[config.mk]
export PLATFORM = sky130hd
export DESIGN_NAME = tap_event_config_status
export DESIGN_NICKNAME = d
export VERILOG_FILES = /design/src/tap_pkg.sv /design/src/tap_evt_if.sv /design/src/tap_event_config_status.sv /design/src/tap_pulse_seq.sv
export SDC_FILE = /design/constraint.sdc
export NUM_CORES = 1
export LEC_CHECK = 0
export BUFFER_PORTS_ARGS = -buffer_cell sky130_fd_sc_hd__buf_2
export CORE_UTILIZATION = 53
export DETAILED_ROUTE_END_ITERATION = 6
export PLACE_DENSITY = 0.83
export SLEW_MARGIN = 15
export SYNTH_ARGS = -nofsm -noshare
export SYNTH_HDL_FRONTEND = slang
export SYNTH_SLANG_ARGS = --single-unit
[constraint.sdc]
create_clock -name i_core_clk -period 2.5 [get_ports i_core_clk]
set_input_delay 0.375 -clock i_core_clk [delete_from_list [all_inputs] [get_ports i_core_clk]]
set_output_delay 0.375 -clock i_core_clk [all_outputs]
set_load 0.03 [all_outputs]
[src/tap_pkg.sv]
// Constants shared by the tap event configuration and status logic
// Contract
// - Six per-axis single/double tap enables, default off
// - Status event only when axis and type enabled
// - Abort clear: pulses inside latency keep double detection
// - Abort set: pulse within latency suspends double detection
// - Latch enabled: flags held until status read
// - Status bit 7 flags any generated event
// - Bits 6..4 report Z, Y, X axis fired
// - Bit 3: zero single tap, one double tap
// - Bits 2..0 Z, Y, X direction, one negative
// - Latched active flag freezes axis, type, direction bits
// - Host status read clears every status bit
// - Status read deasserts the tap interrupt
// - Latency interval after first tap ignores pulses
package tap_pkg;
  localparam int REG_W = 8;
  localparam int AXES = 3;
  localparam logic [7:0] ADDR_TAP_CFG = 8'h21;
  localparam logic [7:0] ADDR_TAP_STATUS = 8'h22;
  localparam logic [7:0] TAP_CFG_RESET = 8'h00;
  localparam logic [7:0] TAP_STATUS_RESET = 8'h00;
  // Configuration fields
  localparam int CFG_ABORT_BIT = 7;
  localparam int CFG_LATCH_BIT = 6;
  localparam int CFG_EN_STRIDE = 2;
  localparam int CFG_SINGLE_OFS = 0;
  localparam int CFG_DOUBLE_OFS = 1;
  // Status fields
  localparam int ST_ACTIVE_BIT = 7;
  localparam int ST_AXES_LSB = 4;
  localparam int ST_DOUBLE_BIT = 3;
  localparam int ST_DIR_LSB = 0;
  localparam logic [7:0] STEPS_RESET = 8'h00;

  typedef enum logic [2:0] {
    SEQ_IDLE = 3'b001,
    SEQ_LATENCY = 3'b010,
    SEQ_SECOND = 3'b100
  } seq_state_e;
endpackage : tap_pkg

[src/tap_evt_if.sv]
// Configuration and qualified tap events between bank and sequencer
`timescale 1ns/10ps
interface tap_evt_if;
  import tap_pkg::*;
  logic [REG_W-1:0] cfg;
  logic evt_valid;
  logic evt_double;
  logic [AXES-1:0] evt_axes;
  logic [AXES-1:0] evt_neg;
  modport bank (output cfg, input evt_valid, input evt_double,
                input evt_axes, input evt_neg);
  modport seq (input cfg, output evt_valid, output evt_double,
               output evt_axes, output evt_neg);
endinterface : tap_evt_if

[src/tap_event_config_status.sv]
// Tap detector configuration and clear-on-read status registers
`timescale 1ns/10ps
module tap_event_config_status (
  // Clock and reset
  input wire logic i_core_clk,
  input wire logic i_rst,
  // Register port of the serial interface engine
  input wire logic [tap_pkg::REG_W-1:0] i_reg_addr,
  input wire logic i_reg_wr,
  input wire logic [tap_pkg::REG_W-1:0] i_reg_wdata,
  input wire logic i_reg_rd,
  output logic [tap_pkg::REG_W-1:0] o_reg_rdata,
  output logic o_reg_rvalid,
  // Pulse detector results
  input wire logic i_sample_tick,
  input wire logic i_pulse_start,
  input wire logic i_pulse_done,
  input wire logic [tap_pkg::AXES-1:0] i_pulse_axes,
  input wire logic [tap_pkg::AXES-1:0] i_pulse_neg,
  input wire logic [tap_pkg::REG_W-1:0] i_latency_steps,
  input wire logic [tap_pkg::REG_W-1:0] i_window_steps,
  // Interrupt
  output logic o_tap_irq
);
  import tap_pkg::*;

  // Address match shared by the strobes and the read checks; the read mux decodes the address itself
  function automatic logic addr_is(input logic [REG_W-1:0] addr,
                                   input logic [REG_W-1:0] ofs);
    return (addr == ofs);
  endfunction : addr_is

  logic [REG_W-1:0] cfg_ff;
  logic [REG_W-1:0] status_ff;
  logic irq_ff;
  logic [REG_W-1:0] rdata_ff;
  logic rvalid_ff;
  logic rd_status;
  logic wr_cfg;
  logic latch_en;
  logic frozen;
  logic load_evt;

  tap_evt_if evt_bus ();

  tap_pulse_seq u_seq (
    .i_core_clk(i_core_clk),
    .i_rst(i_rst),
    .i_sample_tick(i_sample_tick),
    .i_pulse_start(i_pulse_start),
    .i_pulse_done(i_pulse_done),
    .i_pulse_axes(i_pulse_axes),
    .i_pulse_neg(i_pulse_neg),
    .i_latency_steps(i_latency_steps),
    .i_window_steps(i_window_steps),
    .evt(evt_bus.seq)
  );

  assign evt_bus.cfg = cfg_ff;
  assign rd_status = i_reg_rd && addr_is(i_reg_addr, ADDR_TAP_STATUS);
  assign wr_cfg = i_reg_wr && addr_is(i_reg_addr, ADDR_TAP_CFG);
  assign latch_en = cfg_ff[CFG_LATCH_BIT];
  assign frozen = latch_en && status_ff[ST_ACTIVE_BIT];
  // A read in the same cycle releases the freeze so the event is kept
  assign load_evt = evt_bus.evt_valid && (!frozen || rd_status);

  always_ff @(posedge i_core_clk or posedge i_rst) begin
    if (i_rst) begin
      cfg_ff <= TAP_CFG_RESET;
    end else if (wr_cfg) begin
      cfg_ff <= i_reg_wdata;
    end
  end

  // Writes to the status address fall through untouched
  always_ff @(posedge i_core_clk or posedge i_rst) begin
    if (i_rst) begin
      status_ff <= TAP_STATUS_RESET;
    end else if (load_evt) begin
      // Set beats clear; unlatched mode reloads on every event
      status_ff[ST_ACTIVE_BIT] <= 1'b1;
      status_ff[ST_AXES_LSB +: AXES] <= evt_bus.evt_axes;
      status_ff[ST_DOUBLE_BIT] <= evt_bus.evt_double;
      status_ff[ST_DIR_LSB +: AXES] <= evt_bus.evt_neg;
    end else if (rd_status) begin
      status_ff <= TAP_STATUS_RESET;
    end
  end

  always_ff @(posedge i_core_clk or posedge i_rst) begin
    if (i_rst) begin
      irq_ff <= 1'b0;
    end else if (load_evt) begin
      irq_ff <= 1'b1;
    end else if (rd_status) begin
      irq_ff <= 1'b0;
    end
  end

  always_ff @(posedge i_core_clk or posedge i_rst) begin
    if (i_rst) begin
      rvalid_ff <= 1'b0;
    end else begin
      rvalid_ff <= i_reg_rd;
    end
  end

  // Read data is captured before the clear takes effect
  always_ff @(posedge i_core_clk or posedge i_rst) begin
    if (i_rst) begin
      rdata_ff <= '0;
    end else begin
      if (i_reg_rd) begin
        unique case (i_reg_addr)
          ADDR_TAP_CFG: rdata_ff <= cfg_ff;
          ADDR_TAP_STATUS: rdata_ff <= status_ff;
          default: rdata_ff <= '0;
        endcase
      end
    end
  end

  assign o_reg_rdata = rdata_ff;
  assign o_reg_rvalid = rvalid_ff;
  assign o_tap_irq = irq_ff;
endmodule : tap_event_config_status

[src/tap_pulse_seq.sv]
// Single/double tap qualification with latency window and abort
`timescale 1ns/10ps
module tap_pulse_seq (
  // Clock and reset
  input wire logic i_core_clk,
  input wire logic i_rst,
  // Pulse detector results, same clock domain
  input wire logic i_sample_tick,
  input wire logic i_pulse_start,
  input wire logic i_pulse_done,
  input wire logic [tap_pkg::AXES-1:0] i_pulse_axes,
  input wire logic [tap_pkg::AXES-1:0] i_pulse_neg,
  input wire logic [tap_pkg::REG_W-1:0] i_latency_steps,
  input wire logic [tap_pkg::REG_W-1:0] i_window_steps,
  // Bank side
  tap_evt_if.seq evt
);
  import tap_pkg::*;

  seq_state_e state_ff;
  logic [REG_W-1:0] cnt_ff;
  logic start_seen_ff;
  logic evt_valid_ff;
  logic evt_double_ff;
  logic [AXES-1:0] evt_axes_ff;
  logic [AXES-1:0] evt_neg_ff;
  logic [AXES-1:0] single_mask;
  logic [AXES-1:0] double_mask;
  logic [AXES-1:0] single_hit;
  logic [AXES-1:0] double_hit;
  logic abort_now;

  genvar g;
  generate
    for (g = 0; g < AXES; g++) begin : g_mask
      assign single_mask[g] = evt.cfg[g*CFG_EN_STRIDE + CFG_SINGLE_OFS];
      assign double_mask[g] = evt.cfg[g*CFG_EN_STRIDE + CFG_DOUBLE_OFS];
    end
  endgenerate

  assign single_hit = i_pulse_axes & single_mask;
  assign double_hit = i_pulse_axes & double_mask;
  // Pulse both began and ended inside the latency window
  assign abort_now = evt.cfg[CFG_ABORT_BIT] && i_pulse_done &&
                     (start_seen_ff || i_pulse_start);

  always_ff @(posedge i_core_clk or posedge i_rst) begin
    if (i_rst) begin
      state_ff <= SEQ_IDLE;
      cnt_ff <= STEPS_RESET;
    end else begin
      unique case (state_ff)
        SEQ_IDLE: begin
          if (i_pulse_done && (double_hit != '0)) begin
            state_ff <= SEQ_LATENCY;
            cnt_ff <= i_latency_steps;
          end
        end
        SEQ_LATENCY: begin
          // Without abort, pulses here are simply ignored
          if (abort_now) begin
            state_ff <= SEQ_IDLE;
          end else if (i_sample_tick) begin
            if (cnt_ff == '0) begin
              state_ff <= SEQ_SECOND;
              cnt_ff <= i_window_steps;
            end else begin
              cnt_ff <= cnt_ff - 8'h01;
            end
          end
        end
        SEQ_SECOND: begin
          if (i_pulse_done) begin
            state_ff <= SEQ_IDLE;
          end else if (i_sample_tick) begin
            if (cnt_ff == '0) begin
              state_ff <= SEQ_IDLE;
            end else begin
              cnt_ff <= cnt_ff - 8'h01;
            end
          end
        end
        default: begin
          state_ff <= SEQ_IDLE;
        end
      endcase
    end
  end

  always_ff @(posedge i_core_clk or posedge i_rst) begin
    if (i_rst) begin
      start_seen_ff <= 1'b0;
    end else begin
      start_seen_ff <= (state_ff == SEQ_LATENCY) &&
                       (start_seen_ff || i_pulse_start) && !abort_now;
    end
  end

  always_ff @(posedge i_core_clk or posedge i_rst) begin
    if (i_rst) begin
      evt_valid_ff <= 1'b0;
      evt_double_ff <= 1'b0;
      evt_axes_ff <= '0;
      evt_neg_ff <= '0;
    end else begin
      evt_valid_ff <= 1'b0;
      if (i_pulse_done && state_ff == SEQ_IDLE && single_hit != '0) begin
        evt_valid_ff <= 1'b1;
        evt_double_ff <= 1'b0;
        evt_axes_ff <= single_hit;
        evt_neg_ff <= i_pulse_neg & single_hit;
      end else if (i_pulse_done && state_ff == SEQ_SECOND &&
                   double_hit != '0) begin
        evt_valid_ff <= 1'b1;
        evt_double_ff <= 1'b1;
        evt_axes_ff <= double_hit;
        evt_neg_ff <= i_pulse_neg & double_hit;
      end
    end
  end

  assign evt.evt_valid = evt_valid_ff;
  assign evt.evt_double = evt_double_ff;
  assign evt.evt_axes = evt_axes_ff;
  assign evt.evt_neg = evt_neg_ff;
endmodule : tap_pulse_seq

=== Word-level counts from Yosys, hierarchy flattened ===
Index checks and enable logic that the tools add are counted.

* Bitwise operators: 4
* Reduce and logical (&&, ||, !) cells: 25
* Muxes and demuxes: 29
* $add $sub $neg: 1
* Equal/unequal tests: 15

{| class="wikitable"
|+ Operators by type and width
! operator !! count
|-
| 8-bit 2-to-1 mux || 9
|-
| 3-bit 2-to-1 mux || 11
|-
| 8-bit case mux with 3 select lines || 1
|-
| 8-bit by 6-bit equality test with 1-bit output, second input constant || 2
|-
| 8-bit case mux with 2 select lines || 1
|-
| 1-bit logical AND || 13
|-
| 3-bit AND || 4
|-
| 2-bit != test, second input constant || 5
|-
| 3-bit case mux with 3 select lines || 1
|-
| 3-bit nonzero test || 3
|-
| 8-bit logical NOT || 1
|-
| 8-bit by 1-bit subtractor with 8-bit output, second input constant || 1
|-
| 7-bit AND reduction || 1
|-
| 1-bit 2-to-1 mux || 6
|-
| 3-bit by 2-bit != test with 1-bit output, second input constant || 2
|-
| 5-bit AND reduction || 1
|-
| 2-bit nonzero test || 2
|-
| 3-bit by 1-bit equality test with 1-bit output, second input constant || 1
|-
| 3-bit by 2-bit equality test with 1-bit output, second input constant || 1
|-
| 3-bit equality test, second input constant || 1
|-
| 3-bit by 1-bit != test with 1-bit output, second input constant || 1
|-
| 3-bit != test, second input constant || 1
|-
| 1-bit logical NOT || 2
|-
| 1-bit logical OR || 2
|-
| 2-bit by 1-bit != test with 1-bit output, second input constant || 1
|}

* Output and inout port bits: 10
* Bits of input ports: 45
* Logic and storage cells: 86
* Bits in registers: 46

=== Logic depth before layout (Yosys ltp) ===
Gate-level depths: netlist of run 1.

* Depth in word-level cells: 5
* Mapped depth: 9
* Depth with buffers taken out: 7

=== By module ===
A second synthesis of run 1 with hierarchy kept.

* Cell total of the unflattened synthesis: 221
* Area total of the unflattened synthesis: 2388.5 µm²

{| class="wikitable"
|+ By module, submodules not included
! module !! cells an instance !! area an instance (µm²) !! seq. area each (µm²) !! times used
|-
| tap_pulse_seq || 142 || 1317.5 || 501.7 || 1
|-
| tap_event_config_status || 79 || 1071.0 || 625.6 || 1
|}

=== Least setup slack after synthesis of run 1 ===
Ideal clock, no wire load.

* Kind: flip-flop to flip-flop
* Start point: reg u_seq.cnt_ff[0]
* End point: reg u_seq.cnt_ff[3]
* Stages on the path, launching flop included: 10
* Period minus slack after synthesis: 1967 ps
* Path slack: 533 ps
* Arrival time: 1847 ps
* Cell sequence: dfrtp_1 > buf_2 > inv_1 > ha_1 > or3b_2 > o21ai_1 > a221o_2 > buf_6 > a21o_1 > nand2_1

* Word-level cells in the longest chain between the ends: 5
* Elaborated cells on any way between the ends: 11

{| class="wikitable"
|+ RTL lines
! what !! line !! text
|-
| start: declaration || tap_pulse_seq.sv:21 || <nowiki>logic [REG_W-1:0] cnt_ff;</nowiki>
|-
| start signal: assignment || tap_pulse_seq.sv:56 || <nowiki>cnt_ff <= i_latency_steps;</nowiki>
|-
| start signal: assignment || tap_pulse_seq.sv:66 || <nowiki>cnt_ff <= i_window_steps;</nowiki>
|-
| start signal: assignment || tap_pulse_seq.sv:68 || <nowiki>cnt_ff <= cnt_ff - 8'h01;</nowiki>
|-
| 8-bit by 1-bit subtractor with 8-bit output or 8-bit logical NOT (tied branches) || n/a ||
|-
| 8-bit 2-to-1 mux (on tied branches) || tap_pulse_seq.sv:76, tap_pulse_seq.sv:64 ||
|-
| 8-bit 2-to-1 mux (on tied branches) || tap_pulse_seq.sv:75, tap_pulse_seq.sv:63 ||
|-
| 8-bit 2-to-1 mux (on tied branches) || tap_pulse_seq.sv:73, tap_pulse_seq.sv:61 ||
|-
| 8-bit case mux with 3 select lines || tap_pulse_seq.sv:52 || <nowiki>unique case (state_ff)</nowiki>
|}

Parallel ways exist; a longest one is shown, timed or not. The select of a mux whose other input is x is not followed.
A chain may end at the register's enable or synchronous reset.

=== Final worst setup path of run 1 ===
* Start point: reg u_seq.state_ff[2]
* End point: reg u_seq.evt_axes_ff[0] (netlist: u_seq.evt.evt_axes[0])

* Word-level cells in the longest chain between the ends: 4
* Elaborated cells on any way between the ends: 8

{| class="wikitable"
|+ RTL lines
! what !! line !! text
|-
| start: declaration || tap_pulse_seq.sv:20 || <nowiki>seq_state_e state_ff;</nowiki>
|-
| start signal: assignment || tap_pulse_seq.sv:49 || <nowiki>state_ff <= SEQ_IDLE;</nowiki>
|-
| start signal: assignment || tap_pulse_seq.sv:55 || <nowiki>state_ff <= SEQ_LATENCY;</nowiki>
|-
| start signal: assignment || tap_pulse_seq.sv:62 || <nowiki>state_ff <= SEQ_IDLE;</nowiki>
|-
| 3-bit by 1-bit equality test with 1-bit output or 3-bit equality test (tied branches) || tap_pulse_seq.sv:107, tap_pulse_seq.sv:112 ||
|-
| 1-bit logical AND (on tied branches) (2 in series) || tap_pulse_seq.sv:107, tap_pulse_seq.sv:112 ||
|-
| 3-bit 2-to-1 mux or 2-bit nonzero test (tied branches) || n/a ||
|-
| end signal: assignment || tap_pulse_seq.sv:110 || <nowiki>evt_axes_ff <= single_hit;</nowiki>
|-
| end signal: assignment || tap_pulse_seq.sv:116 || <nowiki>evt_axes_ff <= double_hit;</nowiki>
|-
| end: declaration || tap_pulse_seq.sv:25 || <nowiki>logic [AXES-1:0] evt_axes_ff;</nowiki>
|}

Parallel ways exist; a longest one is shown, timed or not.

==> metrics, run 1 <==
top cell type by total area after synthesis dfrtp_1; worst-path maximum fanout 12; LEAKAGE 1.302 nW; Least-Margin Pin Slew 0.9241 ns; maximum clock rate 470.1 MHz; Syn Nets 266; worst path arrival time 2.32 ns; FF-to-FF path depth 4; Top Ports 55; CTS tree built; routed wire length 5013 um; Max-Slew Margin vs Limit 38.01%; Initial Utilization 56.64%; die area 4668 sq um; Clock transition at path regs 0.09 ns; I/O Buffers 54; Worst Path Required 2.69 ns; Post-CTS Hold Buffers 0; DRC Markers 0; Slew Viols, Final 0; Post-Place Cells 319; clk buf depth 2; Max Cap Viol 0; Final setup viols 0; gpl congestion 0.8483; register area share after synthesis 48.36%; final instance area 2746 sq um; synthesized area per cell 10.64 sq um; pin count of the biggest net entering global routing 26; post-route ant nets 0; initial antenna violation count 0; Final Critical Period 2.127 ns; endpoints failing hold 0; PostCTS Resize Cnt 0; initial DRC count 101; Nets 323; crit end category register; setup TNS 0 ns; synth top area cells dfrtp_1 47%, mux2_2 4.8%, o21ai_0 3.4%; critical path launch point type register; power per cell area 883.6 nW/um^2; CTS sink count 45; Power, Total 2.427 mW; Yosys warnings 0; total CTS buffers 5; share of cells above drive strength 1 32.13%; Ant. Diodes 0; GR Overflow Total 0; DR vias 1949; top cell type's share of synthesized area 47.24%; Final Non-Filler Cells 327; FFs w/ async S/R, synth 100.0%; WL/cell 15.33 um; Post-synth EDFFs 0; clock latency at the later pin of the worst-skew pair 0.31 ns; CTS root buffer clkbuf_8; detail-routed via count per cell 5.960; vias in the first global route 1811; top-count cell post-synth dfrtp_1; most common library cells after synthesis 44 x dfrtp_1, 19 x inv_1, 17 x nor2_1; Final HPWL DP 3693 um; Mapped Area 2331 sq um; Layout Skew 0.008562 ns; Layout area overhead 17.82%; VDD IR max 478.8 uV; Die Height 68.32 um; All-Layer GR Usage 24.51%; Yosys cell types 55; area of the core 4115 sq um; Hold Crit Class primary input to async pin; setup bufs post-CTS 0; Synth Register Bits 45; global-route wire length before repair 8321 um; RSZ-0062 raised after global routing false; status complete, no violations; period utilization 85.09%; H-tree depth 2; WS Path Type register to register; die width 68.32 um; main flop type after synthesis dfrtp_1; # rows 23; first-pass iteration count of the detailed router 5; Post-Synthesis Cells 219; Placed Area 2635 sq um
-- final cells by class --
type	instances	area (sq um)
Clock buffer	6	72.57
Timing Repair Buffer	57	292.8
Tap cell	50	62.56
Inverter	19	71.32
Fill cell	340	1369
Sequential cell	45	1127
Clock inverter	2	38.79
Multi-Input combinational cell	148	1081
-- cell usage in the layout, fill, tap and decap left out, types with 3 or more instances in the layout --
master,instances
nor2_1,17
nand2b_1,3
o21a_1,3
mux2_2,10
clkbuf_8,5
inv_1,18
mux2i_1,3
nor3_1,4
a221oi_1,5
o21ai_0,16
buf_4,3
buf_2,54
nand2_1,8
dfrtp_1,44
o21ai_1,8
nor2b_1,4
a21oi_1,7
a22o_1,7
a22oi_1,10
-- critical path: stages (launching register included) --
cell and delay, ns:
dfrtp_1 0.57, or3b_2 0.52, nor3_1 0.20, or2_1 0.35, mux2_2 0.37
-- kinds of logic (layout without fill, tap and decap cells) --
logic type               count (synthesis)  in the layout  synth area share [%]
AO/OA/AOI/OAI                           76             76                 23.78
adder cells (fa/ha/maj)                  2              2                 1.073
buffers and inverters                   26             84                 5.260
flip-flops                              45             45                 48.36
multiplexers                            14             14                 6.602
AND/OR/NAND/NOR                         56             56                 14.92
-- path summary, 6_finish.rpt --
path | slack [ns] | start | endpoint
max | 0.37 | u_seq.state_ff[2] | u_seq.evt.evt_axes[0]
min | 0.14 | i_rst | u_seq.cnt_ff[6]
max reg2reg | 0.37 | u_seq.state_ff[2] | u_seq.evt.evt_axes[0]
min reg2reg | 0.49 | u_seq.start_seen_ff | u_seq.start_seen_ff
max in group asynchronous | 1.74 | i_rst | status_ff[7]
min in group i_core_clk | 0.29 | i_pulse_neg[2] | u_seq.evt.evt_neg[2]
-- flip-flops by register name (all words and copies together), names as in the netlist --
signal and flops:
u_seq.start_seen_ff 1, u_seq.evt.evt_valid 1, cfg_ff 8, o_reg_rdata 8, status_ff 8, u_seq.cnt_ff 8
u_seq.state_ff 3, u_seq.evt.evt_neg 3, u_seq.evt.evt_axes 3, u_seq.evt.evt_double 1, o_reg_rvalid 1
-- through the flow --
stage | utilization (%) | setup slack, ns | hold WS (ns)
2_1_floorplan | - | 0.5328 | 0.4064
3_3_place_gp | 64.03 | 0.4118 | 0.4647
3_5_place_dp | 64.03 | 0.3977 | 0.4682
4_1_cts | 66.74 | 0.3716 | 0.1741
5_1_grt | 66.74 | 0.1981 | 0.1897
6_report | 66.74 | 0.3726 | 0.1429
-- routing by layer --
metal	track usage, %	up-vias	wire, um
met4	7.813	0	61
met5	0	-	0
li1	-	929	-
met1	33.16	926	2227
met2	38.97	88	2381
met3	5.333	6	342
-- power by group --
group | total, mW | internal [mW] | leakage, nW | switching, mW
clock network | 0.555 | 0.300 | 0.0554 | 0.254
logic | 0.803 | 0.364 | 0.663 | 0.439
registers | 1.07 | 0.889 | 0.584 | 0.179
Power figures use the tool's default switching activity.
==> inputs of run 2 (changes only) <==
==> constraint.sdc (replaced) <==
create_clock -name i_core_clk -period 2.5 [get_ports i_core_clk]
set_input_delay 0.5 -clock i_core_clk [delete_from_list [all_inputs] [get_ports i_core_clk]]
set_output_delay 0.5 -clock i_core_clk [all_outputs]
set_load 0.03 [all_outputs]
==> run 2 against run 1 <==
  * Non-clock buffer count increased by 1
  * Via count up 0.15%
  * Clock-buffer cell count unchanged
  * Highest routed layer unchanged
==> metrics, run 2 (synthesis results as in run 1) <==
status complete, no violations (unchanged); Final HPWL DP 3656 um (was 3693 um); share of cells above drive strength 1 32.73% (was 32.13%); worst path arrival time 2.39 ns (was 2.32 ns); Ant. Diodes 0 (unchanged); initial DRC count 158 (was 101); Least-Margin Pin Slew 0.6685 ns (was 0.9241 ns); Initial Utilization 56.64% (unchanged); post-route ant nets 0 (unchanged); Top Ports 55 (unchanged); WS Path Type register to register (unchanged); final instance area 2763 sq um (was 2746 sq um); final setup margin 0.3321 ns (was 0.3726 ns); Final Critical Period 2.168 ns (was 2.127 ns); Layout Skew 0.01288 ns (was 0.008562 ns); DP Worst Slack 0.3373 ns (was 0.3977 ns); die width 68.32 um (unchanged); CTS sink count 45 (unchanged); gpl congestion 0.8805 (was 0.8483); setup slack, reg-to-reg 0.33 ns (was 0.37 ns); Layout area overhead 18.52% (was 17.82%); GR Overflow Total 0 (unchanged); die area 4668 sq um (unchanged); Hold Crit Class primary input to async pin (unchanged); detail-routed via count per cell 5.951 (was 5.960); DR vias 1952 (was 1949); endpoints failing hold 0 (unchanged); most frequent cells in the layout 54 x buf_2, 44 x dfrtp_1, 18 x inv_1 (unchanged); initial antenna violation count 0 (unchanged); CTS root buffer clkbuf_8 (unchanged); # rows 23 (unchanged); Max-Slew Margin vs Limit 55.27% (was 38.01%); global-route wire length before repair 8390 um (was 8321 um); maximum clock rate 461.3 MHz (was 470.1 MHz); Slew Viols, Final 0 (unchanged); pin count of the biggest net entering global routing 46 (was 26); DRC Markers 0 (unchanged); WL/cell 15.71 um (was 15.33 um); VDD IR max 504.4 uV (was 478.8 uV); Die Height 68.32 um (unchanged); critical path launch point type register (unchanged); vias in the first global route 1872 (was 1811); crit end category register (unchanged); Power, Total 2.477 mW (was 2.427 mW); CTS tree built (unchanged); worst-path maximum fanout 16 (was 12); Nets 324 (was 323); fillers 351 (was 340); total CTS buffers 5 (unchanged); I/O Buffers 54 (unchanged); area of the core 4115 sq um (unchanged); Worst Path Required 2.72 ns (was 2.69 ns); Post-CTS Hold Buffers 0 (unchanged); most common cell after layout, fill and taps aside buf_2 (unchanged); All-Layer GR Usage 24.40% (was 24.51%); routed wire length 5152 um (was 5013 um); Clock transition at path regs 0.09 ns (about the same); PostCTS Resize Cnt 0 (unchanged); setup TNS 0 ns (unchanged); setup bufs post-CTS 0 (unchanged); LEAKAGE 1.309 nW (was 1.302 nW); RSZ-0062 raised after global routing false (unchanged); clock latency at the later pin of the worst-skew pair 0.30 ns (was 0.31 ns); Final setup viols 0 (unchanged); first-pass iteration count of the detailed router 4 (was 5); H-tree depth 2 (unchanged); clk buf depth 2 (unchanged); Max Cap Viol 0 (unchanged); period utilization 86.72% (was 85.09%); power per cell area 896.5 nW/um^2 (was 883.6 nW/um^2); Placed Area 2643 sq um (was 2635 sq um)
[run 2: changes by cell type in the layout (fill, tap and decap cells not counted)]
cell / change
clkbuf_8: +1
clkinv_4: -1
clkbuf_1: -1
buf_4: +1
clkinvlp_4: +1
[run 2: final cells by class]
class,count,area [sq um],area share (%)
clock inverter,2,37.54,1.359
multi-input combinational,148,1081,39.13
timing repair buffer,58,300.3,10.87
clock buffer,6,82.58,2.989
inverter,19,71.32,2.582
tap,50,62.56,2.264
sequential,45,1127,40.81
[run 2: critical path, cell delays in order (launching register included)]
cell and delay (ns):
dfrtp_1 0.47, inv_1 0.11, ha_1 0.22, or3b_2 0.53, o21ai_1 0.16, a221o_2 0.35
o21ai_0 0.15, o21ai_1 0.08
[run 2: path summary, 6_finish.rpt]
path / startpoint / endpoint / cells after the start
setup / recovery: u_seq.cnt_ff[0] / u_seq.cnt_ff[4] / 7
hold / removal: i_rst / u_seq.state_ff[1] / 3
setup reg to reg: u_seq.cnt_ff[0] / u_seq.cnt_ff[4] / 7
hold reg to reg: u_seq.evt.evt_double / status_ff[3] / 1
max in group asynchronous: i_rst / status_ff[2] / 3
min in group i_core_clk: i_reg_wdata[6] / cfg_ff[6] / 2
[run 2: power breakdown]
group | internal, mW | leakage (nW) | switching (mW) | total [mW]
combinational | 0.371 | 0.667 | 0.466 | 0.837
clock | 0.325 | 0.0574 | 0.255 | 0.580
sequential | 0.890 | 0.584 | 0.171 | 1.06
total | 1.59 | 1.31 | 0.891 | 2.48
[run 2: per-layer routing]
metal | share of wire, % | GRT usage, % | vias to the layer above
met1 | 45 | 33.58 | 942
met5 | 0 | 0 | -
li1 | - | - | 927
met3 | 6.4 | 6.167 | 11
met2 | 47 | 36.89 | 72
met4 | 1.5 | 8.854 | 0
[run 2: stage by stage]
stage	instances	util (%)	hold WS [ns]
2_1_floorplan	219	-	0.4520
4_1_cts	328	67.13	0.3471
5_1_grt	328	67.13	0.3814
3_5_place_dp	320	64.21	0.4862
3_3_place_gp	320	64.21	0.4691
6_report	328	67.13	0.3159
